$ cat src/ccsl_cfg.svh
// Purpose: addresses, field positions, reset values and timing counts of the clock control block
// Assumes: 200 MHz system clock, oscillators delivered as one-cycle tick enables
// Notes: definitions only
`ifndef CCSL_CFG_SVH
`define CCSL_CFG_SVH

// ----------------------------------------------------------------
// register addresses
// ----------------------------------------------------------------
`define CCSL_OFS_CPUSRC 9'h030
`define CCSL_OFS_TMRCFG 9'h031
`define CCSL_OFS_CLKIO 9'h032
`define CCSL_OFS_FTRIM 9'h034
`define CCSL_OFS_STRIM 9'h036
`define CCSL_OFS_OSC0 9'h1E0
`define CCSL_OFS_DUTY 9'h1E2
`define CCSL_OFS_STAT 9'h1E3

// ----------------------------------------------------------------
// reset values and writable-bit masks
// ----------------------------------------------------------------
`define CCSL_RST_CPUSRC 8'h00
`define CCSL_RST_TMRCFG 8'h8F
`define CCSL_RST_CLKIO 8'h00
`define CCSL_RST_OSC0 8'h00
`define CCSL_RST_DUTY 8'h00
`define CCSL_MSK_CPUSRC 8'h01
`define CCSL_MSK_TMRCFG 8'hFF
`define CCSL_MSK_CLKIO 8'h0F
`define CCSL_MSK_OSC0 8'h3F
`define CCSL_MSK_DUTY 8'h07

// ----------------------------------------------------------------
// field positions
// ----------------------------------------------------------------
`define CCSL_CPUSRC_SEL 0
`define CCSL_OSC0_SPD_LSB 0
`define CCSL_OSC0_SPD_MSB 2
`define CCSL_OSC0_SLP_LSB 3
`define CCSL_OSC0_SLP_MSB 4
`define CCSL_OSC0_NOBUZZ 5
`define CCSL_CLKIO_OSEL_LSB 0
`define CCSL_CLKIO_OSEL_MSB 1
`define CCSL_CLKIO_BYPASS 2
`define CCSL_CLKIO_XTAL 3
`define CCSL_TMR_ISEL_LSB 0
`define CCSL_TMR_ISEL_MSB 1
`define CCSL_TMR_IDIV_LSB 2
`define CCSL_TMR_IDIV_MSB 3
`define CCSL_TMR_CSEL_LSB 4
`define CCSL_TMR_CSEL_MSB 5
`define CCSL_TMR_CDIV_LSB 6
`define CCSL_TMR_CDIV_MSB 7
`define CCSL_DUTY_LSB 0
`define CCSL_DUTY_MSB 1
`define CCSL_DUTY_NORMAL 2

// ----------------------------------------------------------------
// timing
// ----------------------------------------------------------------
`define CCSL_CLK_MHZ 200
`define CCSL_FILTER_NS 20
`define CCSL_FILTER_CYC ((`CCSL_FILTER_NS * `CCSL_CLK_MHZ + 999) / 1000)
`define CCSL_SLOW_HZ 32768
`define CCSL_SLEEP_TICKS_0 (`CCSL_SLOW_HZ / 512)
`define CCSL_SLEEP_TICKS_1 (`CCSL_SLOW_HZ / 64)
`define CCSL_SLEEP_TICKS_2 (`CCSL_SLOW_HZ / 8)
`define CCSL_SLEEP_TICKS_3 (`CCSL_SLOW_HZ / 1)
`define CCSL_WDT_PERIODS 3
`define CCSL_DUTY_TICKS_0 256
`define CCSL_DUTY_TICKS_1 1024
`define CCSL_DUTY_TICKS_2 64
`define CCSL_DUTY_TICKS_3 16
`define CCSL_DUTY_ON_TICKS 1

`endif

$ cat src/ccsl_pkg.sv
// Purpose: shared types of the clock control block
// Assumes: nothing
// Notes: encodings follow the select fields
package ccsl_pkg;
    typedef enum logic [1:0] {
        CCSL_OUT_FAST,
        CCSL_OUT_EXT,
        CCSL_OUT_SLOW,
        CCSL_OUT_CPU
    } ccsl_outsrc_e;
    typedef logic [7:0] ccsl_byte_t;
endpackage

$ cat src/ccsl_tick_div.sv
// Purpose: divides a tick enable by a divisor taken only at a period boundary
// Assumes: tickIn is a one-cycle pulse; divisor >= 1
// Notes: new divisor applied at the output pulse, so no short period appears
`timescale 1ns/1ps
module ccsl_tick_div #(
    parameter int W = 8,
    parameter logic [W-1:0] RST_DIV = W'(1)
) (
    input wire logic clk,
    input wire logic nrst,
    input wire logic tickIn,
    input wire logic [W-1:0] divisor,
    output logic tickOut
);
    logic [W-1:0] cnt_r;
    logic [W-1:0] div_r;

    always_ff @(posedge clk or negedge nrst) begin
        if (!nrst) begin
            cnt_r <= '0;
            div_r <= RST_DIV;
            tickOut <= 1'b0;
        end else begin
            tickOut <= 1'b0;
            if (tickIn) begin
                if (cnt_r >= div_r - W'(1)) begin
                    cnt_r <= '0;
                    div_r <= divisor;
                    tickOut <= 1'b1;
                end else begin
                    cnt_r <= cnt_r + W'(1);
                end
            end
        end
    end
endmodule

$ cat src/ccsl_clock_ctrl.sv
// Purpose: clock source selection, dividers, sleep/watchdog timing and detector duty control
// Assumes: oscillators arrive as tick enables, pins synchronous to clk
// Notes: every clock is a one-cycle enable; the clock output pin pulses once per source tick
//
// The implementer's own choice: the address-and-strobe port.
`timescale 1ns/1ps
`include "ccsl_cfg.svh"

// Overview of operation
// - processor, interval and capture timer clocks each select their own source.
// - source bit 0 picks fast oscillator, 1 picks external; resets to 0.
// - external source is crystal when enabled, otherwise the input pin.
// - external path passes a glitch filter that software can bypass.
// - speed code 000 divides by 8, 001 by 4, 010 by 2.
// - speed field resets to zero: 3 MHz from fast oscillator.
// - sleep field sets 512, 64, 8 or 1 Hz sleep clock.
// - watchdog period follows sleep setting, about three sleep periods.
// - detector cleared continuous bit: enabled periodically during sleep by duty setting.
// - continuous bit set: detector always enabled during sleep.
// - detector duty cycling runs independent of sleep interval.
// - clock output pin drivable from four sources when crystal absent.
// - slow oscillator keeps running in suspend and times wake-ups.
// - slow oscillator selectable for interval and capture timer clocks.
// - slow oscillator has low-power and normal modes.
// - power-on loads 3.30V fast trim; firmware rewrites trims later.
// - output select 00 fast, 01 external, 10 slow, 11 processor.
// - bypass bit set routes external input around the filter.
// - crystal enabled disables the two shared general-purpose drivers.
module ccsl_clock_ctrl
    import ccsl_pkg::*;
#(
    parameter ccsl_byte_t FAST_TRIM_3V30 = 8'h10,
    parameter ccsl_byte_t SLOW_TRIM_3V30 = 8'h10
) (
    input wire logic clk,
    input wire logic nrst,
    input wire logic [8:0] regAddr,
    input wire logic [7:0] regWrData,
    input wire logic regWrStb,
    input wire logic regRdStb,
    output logic [7:0] regRdData,
    input wire logic fastOscTick,
    input wire logic slowOscTick,
    input wire logic xtalClkIn,
    input wire logic extClkPin,
    input wire logic sleepMode,
    input wire logic wdtClear,
    output logic processorClkTick,
    output logic intervalTimerTick,
    output logic captureTimerTick,
    output logic sleepWake,
    output logic wdtExpire,
    output logic detectEnable,
    output logic clockOutPinO,
    output logic clockOutPinOeN,
    output logic sharedGpioOff,
    output logic crystalOscEnable,
    output logic slowOscNormalMode,
    output logic [7:0] fastOscTrim,
    output logic [7:0] slowOscTrim
);
    // ------------------------------------------------------------
    // registers
    // ------------------------------------------------------------
    ccsl_byte_t cpuSrc_r;
    ccsl_byte_t tmrCfg_r;
    ccsl_byte_t clkIo_r;
    ccsl_byte_t osc0_r;
    ccsl_byte_t duty_r;
    ccsl_byte_t fastTrim_r;
    ccsl_byte_t slowTrim_r;
    ccsl_byte_t rdData_nxt;
    logic xtalEn;
    logic filterBypass;
    logic noBuzz;
    ccsl_outsrc_e outSel;

    assign xtalEn = clkIo_r[`CCSL_CLKIO_XTAL];
    assign filterBypass = clkIo_r[`CCSL_CLKIO_BYPASS];
    assign noBuzz = osc0_r[`CCSL_OSC0_NOBUZZ];
    assign outSel = ccsl_outsrc_e'(clkIo_r[`CCSL_CLKIO_OSEL_MSB:`CCSL_CLKIO_OSEL_LSB]);

    // source and speed reset to zero
    always_ff @(posedge clk or negedge nrst) begin
        if (!nrst) begin
            cpuSrc_r <= `CCSL_RST_CPUSRC;
            tmrCfg_r <= `CCSL_RST_TMRCFG;
            clkIo_r <= `CCSL_RST_CLKIO;
            osc0_r <= `CCSL_RST_OSC0;
            duty_r <= `CCSL_RST_DUTY;
        end else if (regWrStb) begin
            unique case (regAddr)
                `CCSL_OFS_CPUSRC: cpuSrc_r <= regWrData & `CCSL_MSK_CPUSRC;
                `CCSL_OFS_TMRCFG: tmrCfg_r <= regWrData & `CCSL_MSK_TMRCFG;
                `CCSL_OFS_CLKIO: clkIo_r <= regWrData & `CCSL_MSK_CLKIO;
                `CCSL_OFS_OSC0: osc0_r <= regWrData & `CCSL_MSK_OSC0;
                `CCSL_OFS_DUTY: duty_r <= regWrData & `CCSL_MSK_DUTY;
                default: ;
            endcase
        end
    end

    always_ff @(posedge clk or negedge nrst) begin
        if (!nrst) begin
            fastTrim_r <= FAST_TRIM_3V30;
            slowTrim_r <= SLOW_TRIM_3V30;
        end else if (regWrStb) begin
            if (regAddr == `CCSL_OFS_FTRIM) begin
                fastTrim_r <= regWrData;
            end
            if (regAddr == `CCSL_OFS_STRIM) begin
                slowTrim_r <= regWrData;
            end
        end
    end

    // ------------------------------------------------------------
    // external clock path
    // ------------------------------------------------------------
    logic extRaw;
    logic extFilt_r;
    logic extPrev_r;
    logic extTick;
    logic [7:0] stab_r;

    assign extRaw = xtalEn ? xtalClkIn : extClkPin;

    always_ff @(posedge clk or negedge nrst) begin
        if (!nrst) begin
            extFilt_r <= 1'b0;
            stab_r <= '0;
        end else if (extRaw == extFilt_r) begin
            stab_r <= '0;
        end else if (filterBypass || stab_r >= 8'(`CCSL_FILTER_CYC - 1)) begin
            extFilt_r <= extRaw;
            stab_r <= '0;
        end else begin
            stab_r <= stab_r + 8'h01;
        end
    end

    always_ff @(posedge clk or negedge nrst) begin
        if (!nrst) begin
            extPrev_r <= 1'b0;
        end else begin
            extPrev_r <= extFilt_r;
        end
    end
    assign extTick = extFilt_r & ~extPrev_r;

    function automatic logic pickTick(input logic [1:0] sel, input logic alt);
        unique case (sel)
            2'b00: pickTick = fastOscTick;
            2'b01: pickTick = extTick;
            2'b10: pickTick = slowOscTick;
            2'b11: pickTick = alt;
        endcase
    endfunction

    // ------------------------------------------------------------
    // processor clock
    // ------------------------------------------------------------
    logic srcApplied_r;
    logic cpuSrcTick;
    logic [7:0] cpuDiv;

    always_comb begin
        unique case (osc0_r[`CCSL_OSC0_SPD_MSB:`CCSL_OSC0_SPD_LSB])
            3'b001: cpuDiv = 8'h04;
            3'b010: cpuDiv = 8'h02;
            3'b100: cpuDiv = 8'h10;
            3'b101: cpuDiv = 8'h20;
            3'b110: cpuDiv = 8'h80;
            default: cpuDiv = 8'h08;
        endcase
    end

    assign cpuSrcTick = srcApplied_r ? extTick : fastOscTick;

    // source taken only at a period boundary
    always_ff @(posedge clk or negedge nrst) begin
        if (!nrst) begin
            srcApplied_r <= 1'b0;
        end else if (processorClkTick) begin
            srcApplied_r <= cpuSrc_r[`CCSL_CPUSRC_SEL];
        end
    end

    // divisor taken only at a period boundary
    ccsl_tick_div #(.W(8), .RST_DIV(8'h08)) uCpuDiv (
        .clk(clk),
        .nrst(nrst),
        .tickIn(cpuSrcTick),
        .divisor(cpuDiv),
        .tickOut(processorClkTick)
    );

    // ------------------------------------------------------------
    // timer clocks
    // ------------------------------------------------------------
    logic capSrcTick;
    logic itvSrcTick;
    logic [3:0] capDiv;
    logic [2:0] itvDiv;

    always_comb begin
        capSrcTick = pickTick(tmrCfg_r[`CCSL_TMR_CSEL_MSB:`CCSL_TMR_CSEL_LSB], 1'b0);
        itvSrcTick = pickTick(tmrCfg_r[`CCSL_TMR_ISEL_MSB:`CCSL_TMR_ISEL_LSB], captureTimerTick);
    end
    assign capDiv = {1'b0, tmrCfg_r[`CCSL_TMR_CDIV_MSB:`CCSL_TMR_CDIV_LSB], 1'b0} + 4'h2;
    assign itvDiv = {1'b0, tmrCfg_r[`CCSL_TMR_IDIV_MSB:`CCSL_TMR_IDIV_LSB]} + 3'h1;

    ccsl_tick_div #(.W(4), .RST_DIV(4'h6)) uCapDiv (
        .clk(clk),
        .nrst(nrst),
        .tickIn(capSrcTick),
        .divisor(capDiv),
        .tickOut(captureTimerTick)
    );

    ccsl_tick_div #(.W(3), .RST_DIV(3'h4)) uItvDiv (
        .clk(clk),
        .nrst(nrst),
        .tickIn(itvSrcTick),
        .divisor(itvDiv),
        .tickOut(intervalTimerTick)
    );

    // ------------------------------------------------------------
    // sleep timer and watchdog
    // ------------------------------------------------------------
    logic [15:0] sleepCnt_r;
    logic [15:0] sleepPer;
    logic [1:0] wdtCnt_r;

    always_comb begin
        unique case (osc0_r[`CCSL_OSC0_SLP_MSB:`CCSL_OSC0_SLP_LSB])
            2'b00: sleepPer = 16'(`CCSL_SLEEP_TICKS_0);
            2'b01: sleepPer = 16'(`CCSL_SLEEP_TICKS_1);
            2'b10: sleepPer = 16'(`CCSL_SLEEP_TICKS_2);
            2'b11: sleepPer = 16'(`CCSL_SLEEP_TICKS_3);
        endcase
    end

    // counts slow ticks in any mode
    always_ff @(posedge clk or negedge nrst) begin
        if (!nrst) begin
            sleepCnt_r <= '0;
            sleepWake <= 1'b0;
        end else begin
            sleepWake <= 1'b0;
            if (slowOscTick) begin
                if (sleepCnt_r >= sleepPer - 16'h0001) begin
                    sleepCnt_r <= '0;
                    sleepWake <= 1'b1;
                end else begin
                    sleepCnt_r <= sleepCnt_r + 16'h0001;
                end
            end
        end
    end

    always_ff @(posedge clk or negedge nrst) begin
        if (!nrst) begin
            wdtCnt_r <= '0;
            wdtExpire <= 1'b0;
        end else begin
            wdtExpire <= 1'b0;
            if (wdtClear) begin
                wdtCnt_r <= '0;
            end else if (sleepWake) begin
                if (wdtCnt_r == 2'(`CCSL_WDT_PERIODS - 1)) begin
                    wdtCnt_r <= '0;
                    wdtExpire <= 1'b1;
                end else begin
                    wdtCnt_r <= wdtCnt_r + 2'h1;
                end
            end
        end
    end

    // ------------------------------------------------------------
    // supply detector duty cycle
    // ------------------------------------------------------------
    logic [10:0] dutyCnt_r;
    logic [10:0] dutyPer;
    logic dutyOn;

    always_comb begin
        unique case (duty_r[`CCSL_DUTY_MSB:`CCSL_DUTY_LSB])
            2'b00: dutyPer = 11'(`CCSL_DUTY_TICKS_0);
            2'b01: dutyPer = 11'(`CCSL_DUTY_TICKS_1);
            2'b10: dutyPer = 11'(`CCSL_DUTY_TICKS_2);
            2'b11: dutyPer = 11'(`CCSL_DUTY_TICKS_3);
        endcase
    end

    // own counter, free of sleep field
    always_ff @(posedge clk or negedge nrst) begin
        if (!nrst) begin
            dutyCnt_r <= '0;
        end else if (slowOscTick) begin
            if (dutyCnt_r >= dutyPer - 11'h001) begin
                dutyCnt_r <= '0;
            end else begin
                dutyCnt_r <= dutyCnt_r + 11'h001;
            end
        end
    end
    assign dutyOn = dutyCnt_r < 11'(`CCSL_DUTY_ON_TICKS);

    always_ff @(posedge clk or negedge nrst) begin
        if (!nrst) begin
            detectEnable <= 1'b1;
        end else begin
            detectEnable <= !sleepMode || noBuzz || dutyOn;
        end
    end

    // ------------------------------------------------------------
    // pins and oscillator controls
    // ------------------------------------------------------------
    // output pin and shared drivers
    always_ff @(posedge clk or negedge nrst) begin
        if (!nrst) begin
            clockOutPinO <= 1'b0;
            clockOutPinOeN <= 1'b1;
            sharedGpioOff <= 1'b0;
            crystalOscEnable <= 1'b0;
            slowOscNormalMode <= 1'b0;
            fastOscTrim <= FAST_TRIM_3V30;
            slowOscTrim <= SLOW_TRIM_3V30;
        end else begin
            clockOutPinO <= pickTick(outSel, processorClkTick);
            clockOutPinOeN <= xtalEn;
            sharedGpioOff <= xtalEn;
            crystalOscEnable <= xtalEn;
            slowOscNormalMode <= duty_r[`CCSL_DUTY_NORMAL];
            fastOscTrim <= fastTrim_r;
            slowOscTrim <= slowTrim_r;
        end
    end

    // ------------------------------------------------------------
    // read port
    // ------------------------------------------------------------
    always_comb begin
        unique case (regAddr)
            `CCSL_OFS_CPUSRC: rdData_nxt = cpuSrc_r;
            `CCSL_OFS_TMRCFG: rdData_nxt = tmrCfg_r;
            `CCSL_OFS_CLKIO: rdData_nxt = clkIo_r;
            `CCSL_OFS_FTRIM: rdData_nxt = fastTrim_r;
            `CCSL_OFS_STRIM: rdData_nxt = slowTrim_r;
            `CCSL_OFS_OSC0: rdData_nxt = osc0_r;
            `CCSL_OFS_DUTY: rdData_nxt = duty_r;
            `CCSL_OFS_STAT: rdData_nxt = {6'h00, extFilt_r, srcApplied_r};
            default: rdData_nxt = 8'h00;
        endcase
    end

    always_ff @(posedge clk or negedge nrst) begin
        if (!nrst) begin
            regRdData <= 8'h00;
        end else begin
            regRdData <= regRdStb ? rdData_nxt : 8'h00;
        end
    end

    // ------------------------------------------------------------
    // checks
    // ------------------------------------------------------------
    src_read_a: assert property (@(posedge clk) disable iff (!nrst)
        regRdStb && regAddr == `CCSL_OFS_CPUSRC |=> regRdData == {7'h00, cpuSrc_r[0]})
        else $error("source register read mismatch");
    speed_write_a: assert property (@(posedge clk) disable iff (!nrst)
        regWrStb && regAddr == `CCSL_OFS_OSC0 |=> osc0_r[2:0] == $past(regWrData[2:0]))
        else $error("speed field not stored");
    bypass_path_a: assert property (@(posedge clk) disable iff (!nrst)
        filterBypass |=> extFilt_r == $past(extRaw))
        else $error("bypassed input not passed through");
    src_switch_a: assert property (@(posedge clk) disable iff (!nrst)
        $changed(srcApplied_r) |-> $past(processorClkTick))
        else $error("source switched mid period");
    nobuzz_on_a: assert property (@(posedge clk) disable iff (!nrst)
        sleepMode && noBuzz |=> detectEnable)
        else $error("detector off with continuous bit");
    duty_off_a: assert property (@(posedge clk) disable iff (!nrst)
        sleepMode && !noBuzz && !dutyOn |=> !detectEnable)
        else $error("detector on outside duty window");
    xtal_pins_a: assert property (@(posedge clk) disable iff (!nrst)
        xtalEn |=> sharedGpioOff && clockOutPinOeN)
        else $error("shared drivers active with crystal");
    out_fast_a: assert property (@(posedge clk) disable iff (!nrst)
        outSel == CCSL_OUT_FAST |=> clockOutPinO == $past(fastOscTick))
        else $error("output pin not following fast oscillator");
    trim_write_a: assert property (@(posedge clk) disable iff (!nrst)
        regWrStb && regAddr == `CCSL_OFS_FTRIM |=> ##1 fastOscTrim == $past(regWrData, 2))
        else $error("fast trim not updated");
endmodule

$ cat config.mk
export PLATFORM = sky130hd
export DESIGN_NAME = ccsl_clock_ctrl
export DESIGN_NICKNAME = d
export VERILOG_FILES = /design/src/ccsl_pkg.sv /design/src/ccsl_tick_div.sv /design/src/ccsl_clock_ctrl.sv
export VERILOG_INCLUDE_DIRS = /design/src
export SDC_FILE = /design/constraint.sdc
export NUM_CORES = 1
export LEC_CHECK = 0
export BUFFER_PORTS_ARGS = -buffer_cell sky130_fd_sc_hd__clkbuf_2
export CAP_MARGIN = 20
export CORE_MARGIN = 3
export CORE_UTILIZATION = 32
export CTS_BUF_LIST = sky130_fd_sc_hd__clkbuf_8
export DETAILED_ROUTE_END_ITERATION = 7
export GPL_TIMING_DRIVEN = 1
export MAX_ROUTING_LAYER = met4
export PLACE_DENSITY = 0.58
export SLEW_MARGIN = 25
export SYNTH_ARGS = -nofsm -noshare
export SYNTH_HDL_FRONTEND = slang
export SYNTH_SLANG_ARGS = --single-unit
export TNS_END_PERCENT = 5
$ cat constraint.sdc
create_clock -name clk -period 3.2 [get_ports clk]
set_input_delay 0.64 -clock clk [delete_from_list [all_inputs] [get_ports clk]]
set_output_delay 0.64 -clock clk [all_outputs]
set_load 0.01 [all_outputs]
After elaboration in Yosys (flattened, before gate mapping). Index checks and enable logic that the tools add are counted. Widths: inputs -> output; s select.

Add/sub/neg operators: 14. $lt $le $gt $ge: 7. Equality and inequality tests: 30. Muxes and demuxes: 31. Bitwise gates (word level): 3. Reductions and logical operators: 21.

Operator list (number): $pmux 16 s4 (1); $pmux 8 s8 (1); $eq 9x6->1 const B (5); $pmux 11 s4 (1); $pmux 8 s5 (1); $mux 8 (4); $eq 9x9->1 const B (3); $eq 2x2->1 const B (11); $reduce_and 2->1 (11); $add 16x1->16 const B (1); $add 8x1->8 const B (2); $ge 16x16->1 (1); $mux 16 (1); $sub 16x1->16 const B (1); $mux 1 (13); $pmux 1 s4 (3); $add 11x1->11 const B (1); $ge 11x11->1 (1); $lt 11x1->1 const B (1); $mux 11 (1); $sub 11x1->11 const B (1); $eq 2x1->1 const B (5); $logic_not 2->1 (5); $eq 3x3->1 const B (3); 23 further kinds (28).

Register bits after elaboration: 142. Bits of input ports: 27. Output and inout port bits: 35. Logic and storage cells: 139.

Depth between registers and ports, before layout.
Depth after elaboration: 6. Mapped depth: 12. Gate-level depth less buffers: 12.

Cells and area by module. Synthesis repeated with hierarchy kept, for this count alone.

Cell total of the unflattened synthesis: 629. Area, all modules: 7265.7 µm².

Modules (own cells, without submodules): ccsl_clock_ctrl (times used 1, cells an instance 458, area each 5267.6 µm², sequential area each 2741.4 µm²); ccsl_tick_div (uCpuDiv) (times used 1, cells an instance 91, area each 1048.5 µm², sequential area each 426.7 µm²); ccsl_tick_div (uCapDiv) (times used 1, cells an instance 46, area each 538.0 µm², sequential area each 227.7 µm²); ccsl_tick_div (uItvDiv) (times used 1, cells an instance 34, area each 411.6 µm², sequential area each 176.4 µm²).

Worst setup path before layout. Ideal clock, no wire load.

Path type: in2reg. Start: input port regAddr[7]. End: register fastTrim_r[0]. Setup time: 125 ps. Data arrival time: 2321 ps. Required time: 3075 ps. Slack: 754 ps. Stages: 6. Path buffers: 1. Cell sequence: or4_1 -> buf_2 -> nor3_4 -> nand2_4 -> nor3b_4 -> mux2_2.

Cells in the longest elaborated chain, start to end: 2.

Ends and longest elaborated chain: start: declaration (line ccsl_clock_ctrl.sv:37) `input wire logic [8:0] regAddr,`; $eq 9x6->1; $reduce_and 2->1 (no source line); end signal: assignment (line ccsl_clock_ctrl.sv:109) `fastTrim_r <= regWrData;`; end: declaration (line ccsl_clock_ctrl.sv:70) `ccsl_byte_t fastTrim_r;`.

No other way between the ends. A chain may end at the register's enable or synchronous reset.

Worst setup path in the final report.
Start: register osc0_r[4]. End: register sleepCnt_r[14].

Cells in the longest elaborated chain, start to end: 5. Elaborated cells between the ends (all ways): 8. Those cells by class: 1 x add/sub; 1 x order compare; 3 x eq/ne; 2 x mux; 1 x reduce/logical.

Ends and longest elaborated chain: start: declaration (line ccsl_clock_ctrl.sv:68) `ccsl_byte_t osc0_r;`; start signal: assignment (line ccsl_clock_ctrl.sv:89) `` osc0_r <= `CCSL_RST_OSC0; ``; start signal: assignment (line ccsl_clock_ctrl.sv:96) `` `CCSL_OFS_OSC0: osc0_r <= regWrData & `CCSL_MSK_OSC0; ``; $eq 2x2->1 (tied with other cells) (line ccsl_clock_ctrl.sv:237) `` unique case (osc0_r[`CCSL_OSC0_SLP_MSB:`CCSL_OSC0_SLP_LSB]) ``; $pmux 16 s4 (*) (line ccsl_clock_ctrl.sv:237); $sub 16x1->16 (*) (line ccsl_clock_ctrl.sv:253) `if (sleepCnt_r >= sleepPer - 16'h0001) begin`; $ge 16x16->1 (*) (line ccsl_clock_ctrl.sv:253); $mux 16 (*) (line ccsl_clock_ctrl.sv:253); end signal: assignment (line ccsl_clock_ctrl.sv:257) `sleepCnt_r <= sleepCnt_r + 16'h0001;`; end: declaration (line ccsl_clock_ctrl.sv:232) `logic [15:0] sleepCnt_r;`.

Mark *: on every way between the ends. The rest lies on a longest branch, timed or not. The select of a mux whose other input is x is not followed.

==> metrics <==
post-route cell area=7770 um2; met1 usage=0.180; Combinational Power Share=0.234; Die Wd=151 um; Hold Path Class=in2async; Async SR Flop Fraction=1.00; fmax=0.389 GHz; mux cell area share after synthesis=0.0986; Initial Utilization=0.329; CP endpoint kind=flop; warnings from Yosys=0; CP Max Fanout=8; clock latency on the worst-skew pair=0.45 ns; maximum capacitance violations=0; power density over the cells=594 nW/um2; Antenna Nets Post-Route=0; Final GP Congestion=0.825; Int Pwr=3.05 mW; worst reg-to-reg setup slack=0.63 ns; n_diodes=0; DRT iter0 DRCs=203; Rel. slew slack=0.502; outcome=finished clean; core area=20400 um2; met2 Usage GRT=0.235; syn avg cell area=11.0 um2; Sw Ratio=0.340; most frequent cells in the layout=124 x dfrtp_1, 60 x clkbuf_2, 53 x nand2_1, 48 x mux2_2, 46 x nor2_1; routed length per instance=15.4 um; leakage=3.78 nW; XOR/XNOR Fraction of Synth Area=0.0287; IO Pins=62; register share of total power=0.483; Layout Skew=0.0103 ns; Post-Syn Area=6720 um2; largest net degree at the start of global routing=67; CTS clock-pin slew for the worst setup and hold paths=0.09 ns; Worst Max-Slew Pin Slew=0.746 ns; drt via density=4.87; multi-input gate area in the final layout=3110 um2; hold_buf cts=0; Mapped Cells=609; #FFs+latches synth=139; met3 Use GR=0.0326; main combinational cell family by area after synthesis=simple AND/OR/NAND/NOR gates; final wirelength=15000 um; initial antenna violation count=0; gr busiest metal=met2; Remaining DRCs=0; r2r startpoint=osc0_r[4]; Num CTS Buffers=17; CTS tree=done; Peak VDD IR=0.233 mV; Final Instance Count excl. Fillers=972; area grow syn2layout=15.6%; critical path required time=3.58 ns; register area=3500 um2; Final Worst Setup Slack=0.627 ns; placed cell count=940; Final Total Pwr=4.62 mW; Yosys cell types=56; Die Height=151 um; vias in the first global route=4716; CTS Sinks=139; share of layout cells above drive strength 1=0.249; EDFF count, synth=0; area of the die=22800 um2; CP arrival=2.96 ns; DP Area=7410 um2; Pre-antenna DRT Iters=4; clock network fraction of total power=0.284; Rows=52; net switching power=1.57 mW; Final setup viols=0; port bufs=61; most common cell after layout, fill and taps aside=dfrtp_1; final slew viol count=0; GRT Total Usage=0.145; Simple-Gate Fraction of Synth Area=0.153; Startpoint Class=flop; Main synth FF type=dfrtp_1; Net count, final=757; RSZ-0062 raised after global routing=no; Crit Path Category=reg2reg; area share of fa/ha/maj cells after synthesis=0.0763; H-tree Lvls=4; Post-CTS Resized=0; top cells by area, synth=dfrtp_1 46%, mux2_2 8.0%, ha_1 7.6%, dfstp_2 5.9%, nand2_1 3.0%; Synth Area in Compound Gates=0.101; Post-CTS Setup Bufs=0; Util after Layout=0.380; Vias=4733; DP HPWL=11000 um; cell taking the most area after synthesis=dfrtp_1; grt ovf=0; post-synth top area share=0.461; first-pass GRT wire length=24900 um; R2R cell count=9; Fillers=2048; Reg2Reg Capture Point=sleepCnt_r[14]; pre-CTS setup slack=0.403 ns; Clock Path Buffers=2; Clock Tree Root=clkbuf_8; Period Utilization, post-route=0.804; final hold slack=0.197 ns; post-synthesis sequential area ratio=0.520; min Tclk post-route=2.57 ns; endpoints failing hold=0; Setup TNS=0 ns
-- synth_stat cells (all sizes together) (3+ instances only) --
cell type and number:
clkbuf 11, nor3 10, nand2 54, xnor2 6
dfstp 15, nor4 4, xor2 16, nand4 11
mux2i 10, o22a 4, nand3 25, a21oi 22
dfrtp 124, nand2b 11, o41ai 3, nor2b 13
mux2 48, and2 5, a21o 6, inv 21
a22o 13, a22oi 4, nor2 47, and3 14
buf 4, ha 41, o21ai 39
-- worst max-delay path, stage by stage, from the launching register on --
cell,delay [ns]
dfrtp_1,0.42
nand2_1,0.13
ha_1,0.32
a21oi_1,0.16
nand2_1,0.07
a211oi_1,0.48
and2_0,0.43
nor2b_1,0.19
buf_4,0.20
nor2_1,0.11
-- layout make-up --
class | instances | share of cell area
sequential | 139 | 0.450
clock inverter | 15 | 0.0163
inverter | 21 | 0.0101
timing repair buffer | 70 | 0.0504
tap | 270 | 0.0435
multi-input combinational | 440 | 0.400
clock buffer | 17 | 0.0301
-- routing by layer --
metal	vias to the layer above	share of wire
li1	2328	-
met1	2309	0.46
met2	75	0.49
met3	21	0.034
met4	0	0.019
met5	-	0
-- power groups by stage --
stage                     combinational, mW  clock, mW  sequential, mW
final                                  1.08       1.31            2.23
after global placement                 1.06          0            2.26
after detailed placement               1.09          0            2.26
after global routing                   1.27       1.44            2.28
after floorplan                       0.828          0            2.19
after CTS                              1.10       1.36            2.23
-- sequential cells by signal, indices dropped and copies added (netlist names), 6 cells and up --
register       cells
fastTrim_r         8
sleepCnt_r        16
stab_r             8
regRdData          8
tmrCfg_r           8
uCpuDiv.div_r      6
osc0_r             6
uCpuDiv.cnt_r      8
dutyCnt_r         11
slowOscTrim        8
slowTrim_r         8
fastOscTrim        8
-- logic make-up after synthesis --
logic type,Yosys count
AOI/OAI and AO/OA,106
xor gates and xnor gates,22
adders and majority gates,41
buffers and inverters,36
DFF,139
muxes,59
other,2
and+or+nand+nor,204
-- how the worst max path moves through the flow --
stage / from / end / slack (ns) / cells after the start
3_3_place_gp: regAddr[7] / fastTrim_r[3] / 0.46 / 6
5_1_grt: osc0_r[4] / sleepCnt_r[5] / 0.38 / 9
4_1_cts: osc0_r[4] / sleepCnt_r[14] / 0.60 / 9
6_report: osc0_r[4] / sleepCnt_r[14] / 0.63 / 9
3_5_place_dp: regAddr[7] / fastTrim_r[3] / 0.40 / 6
2_1_floorplan: regAddr[7] / fastTrim_r[0] / 0.75 / 6
Power figures use the tool's default switching activity.
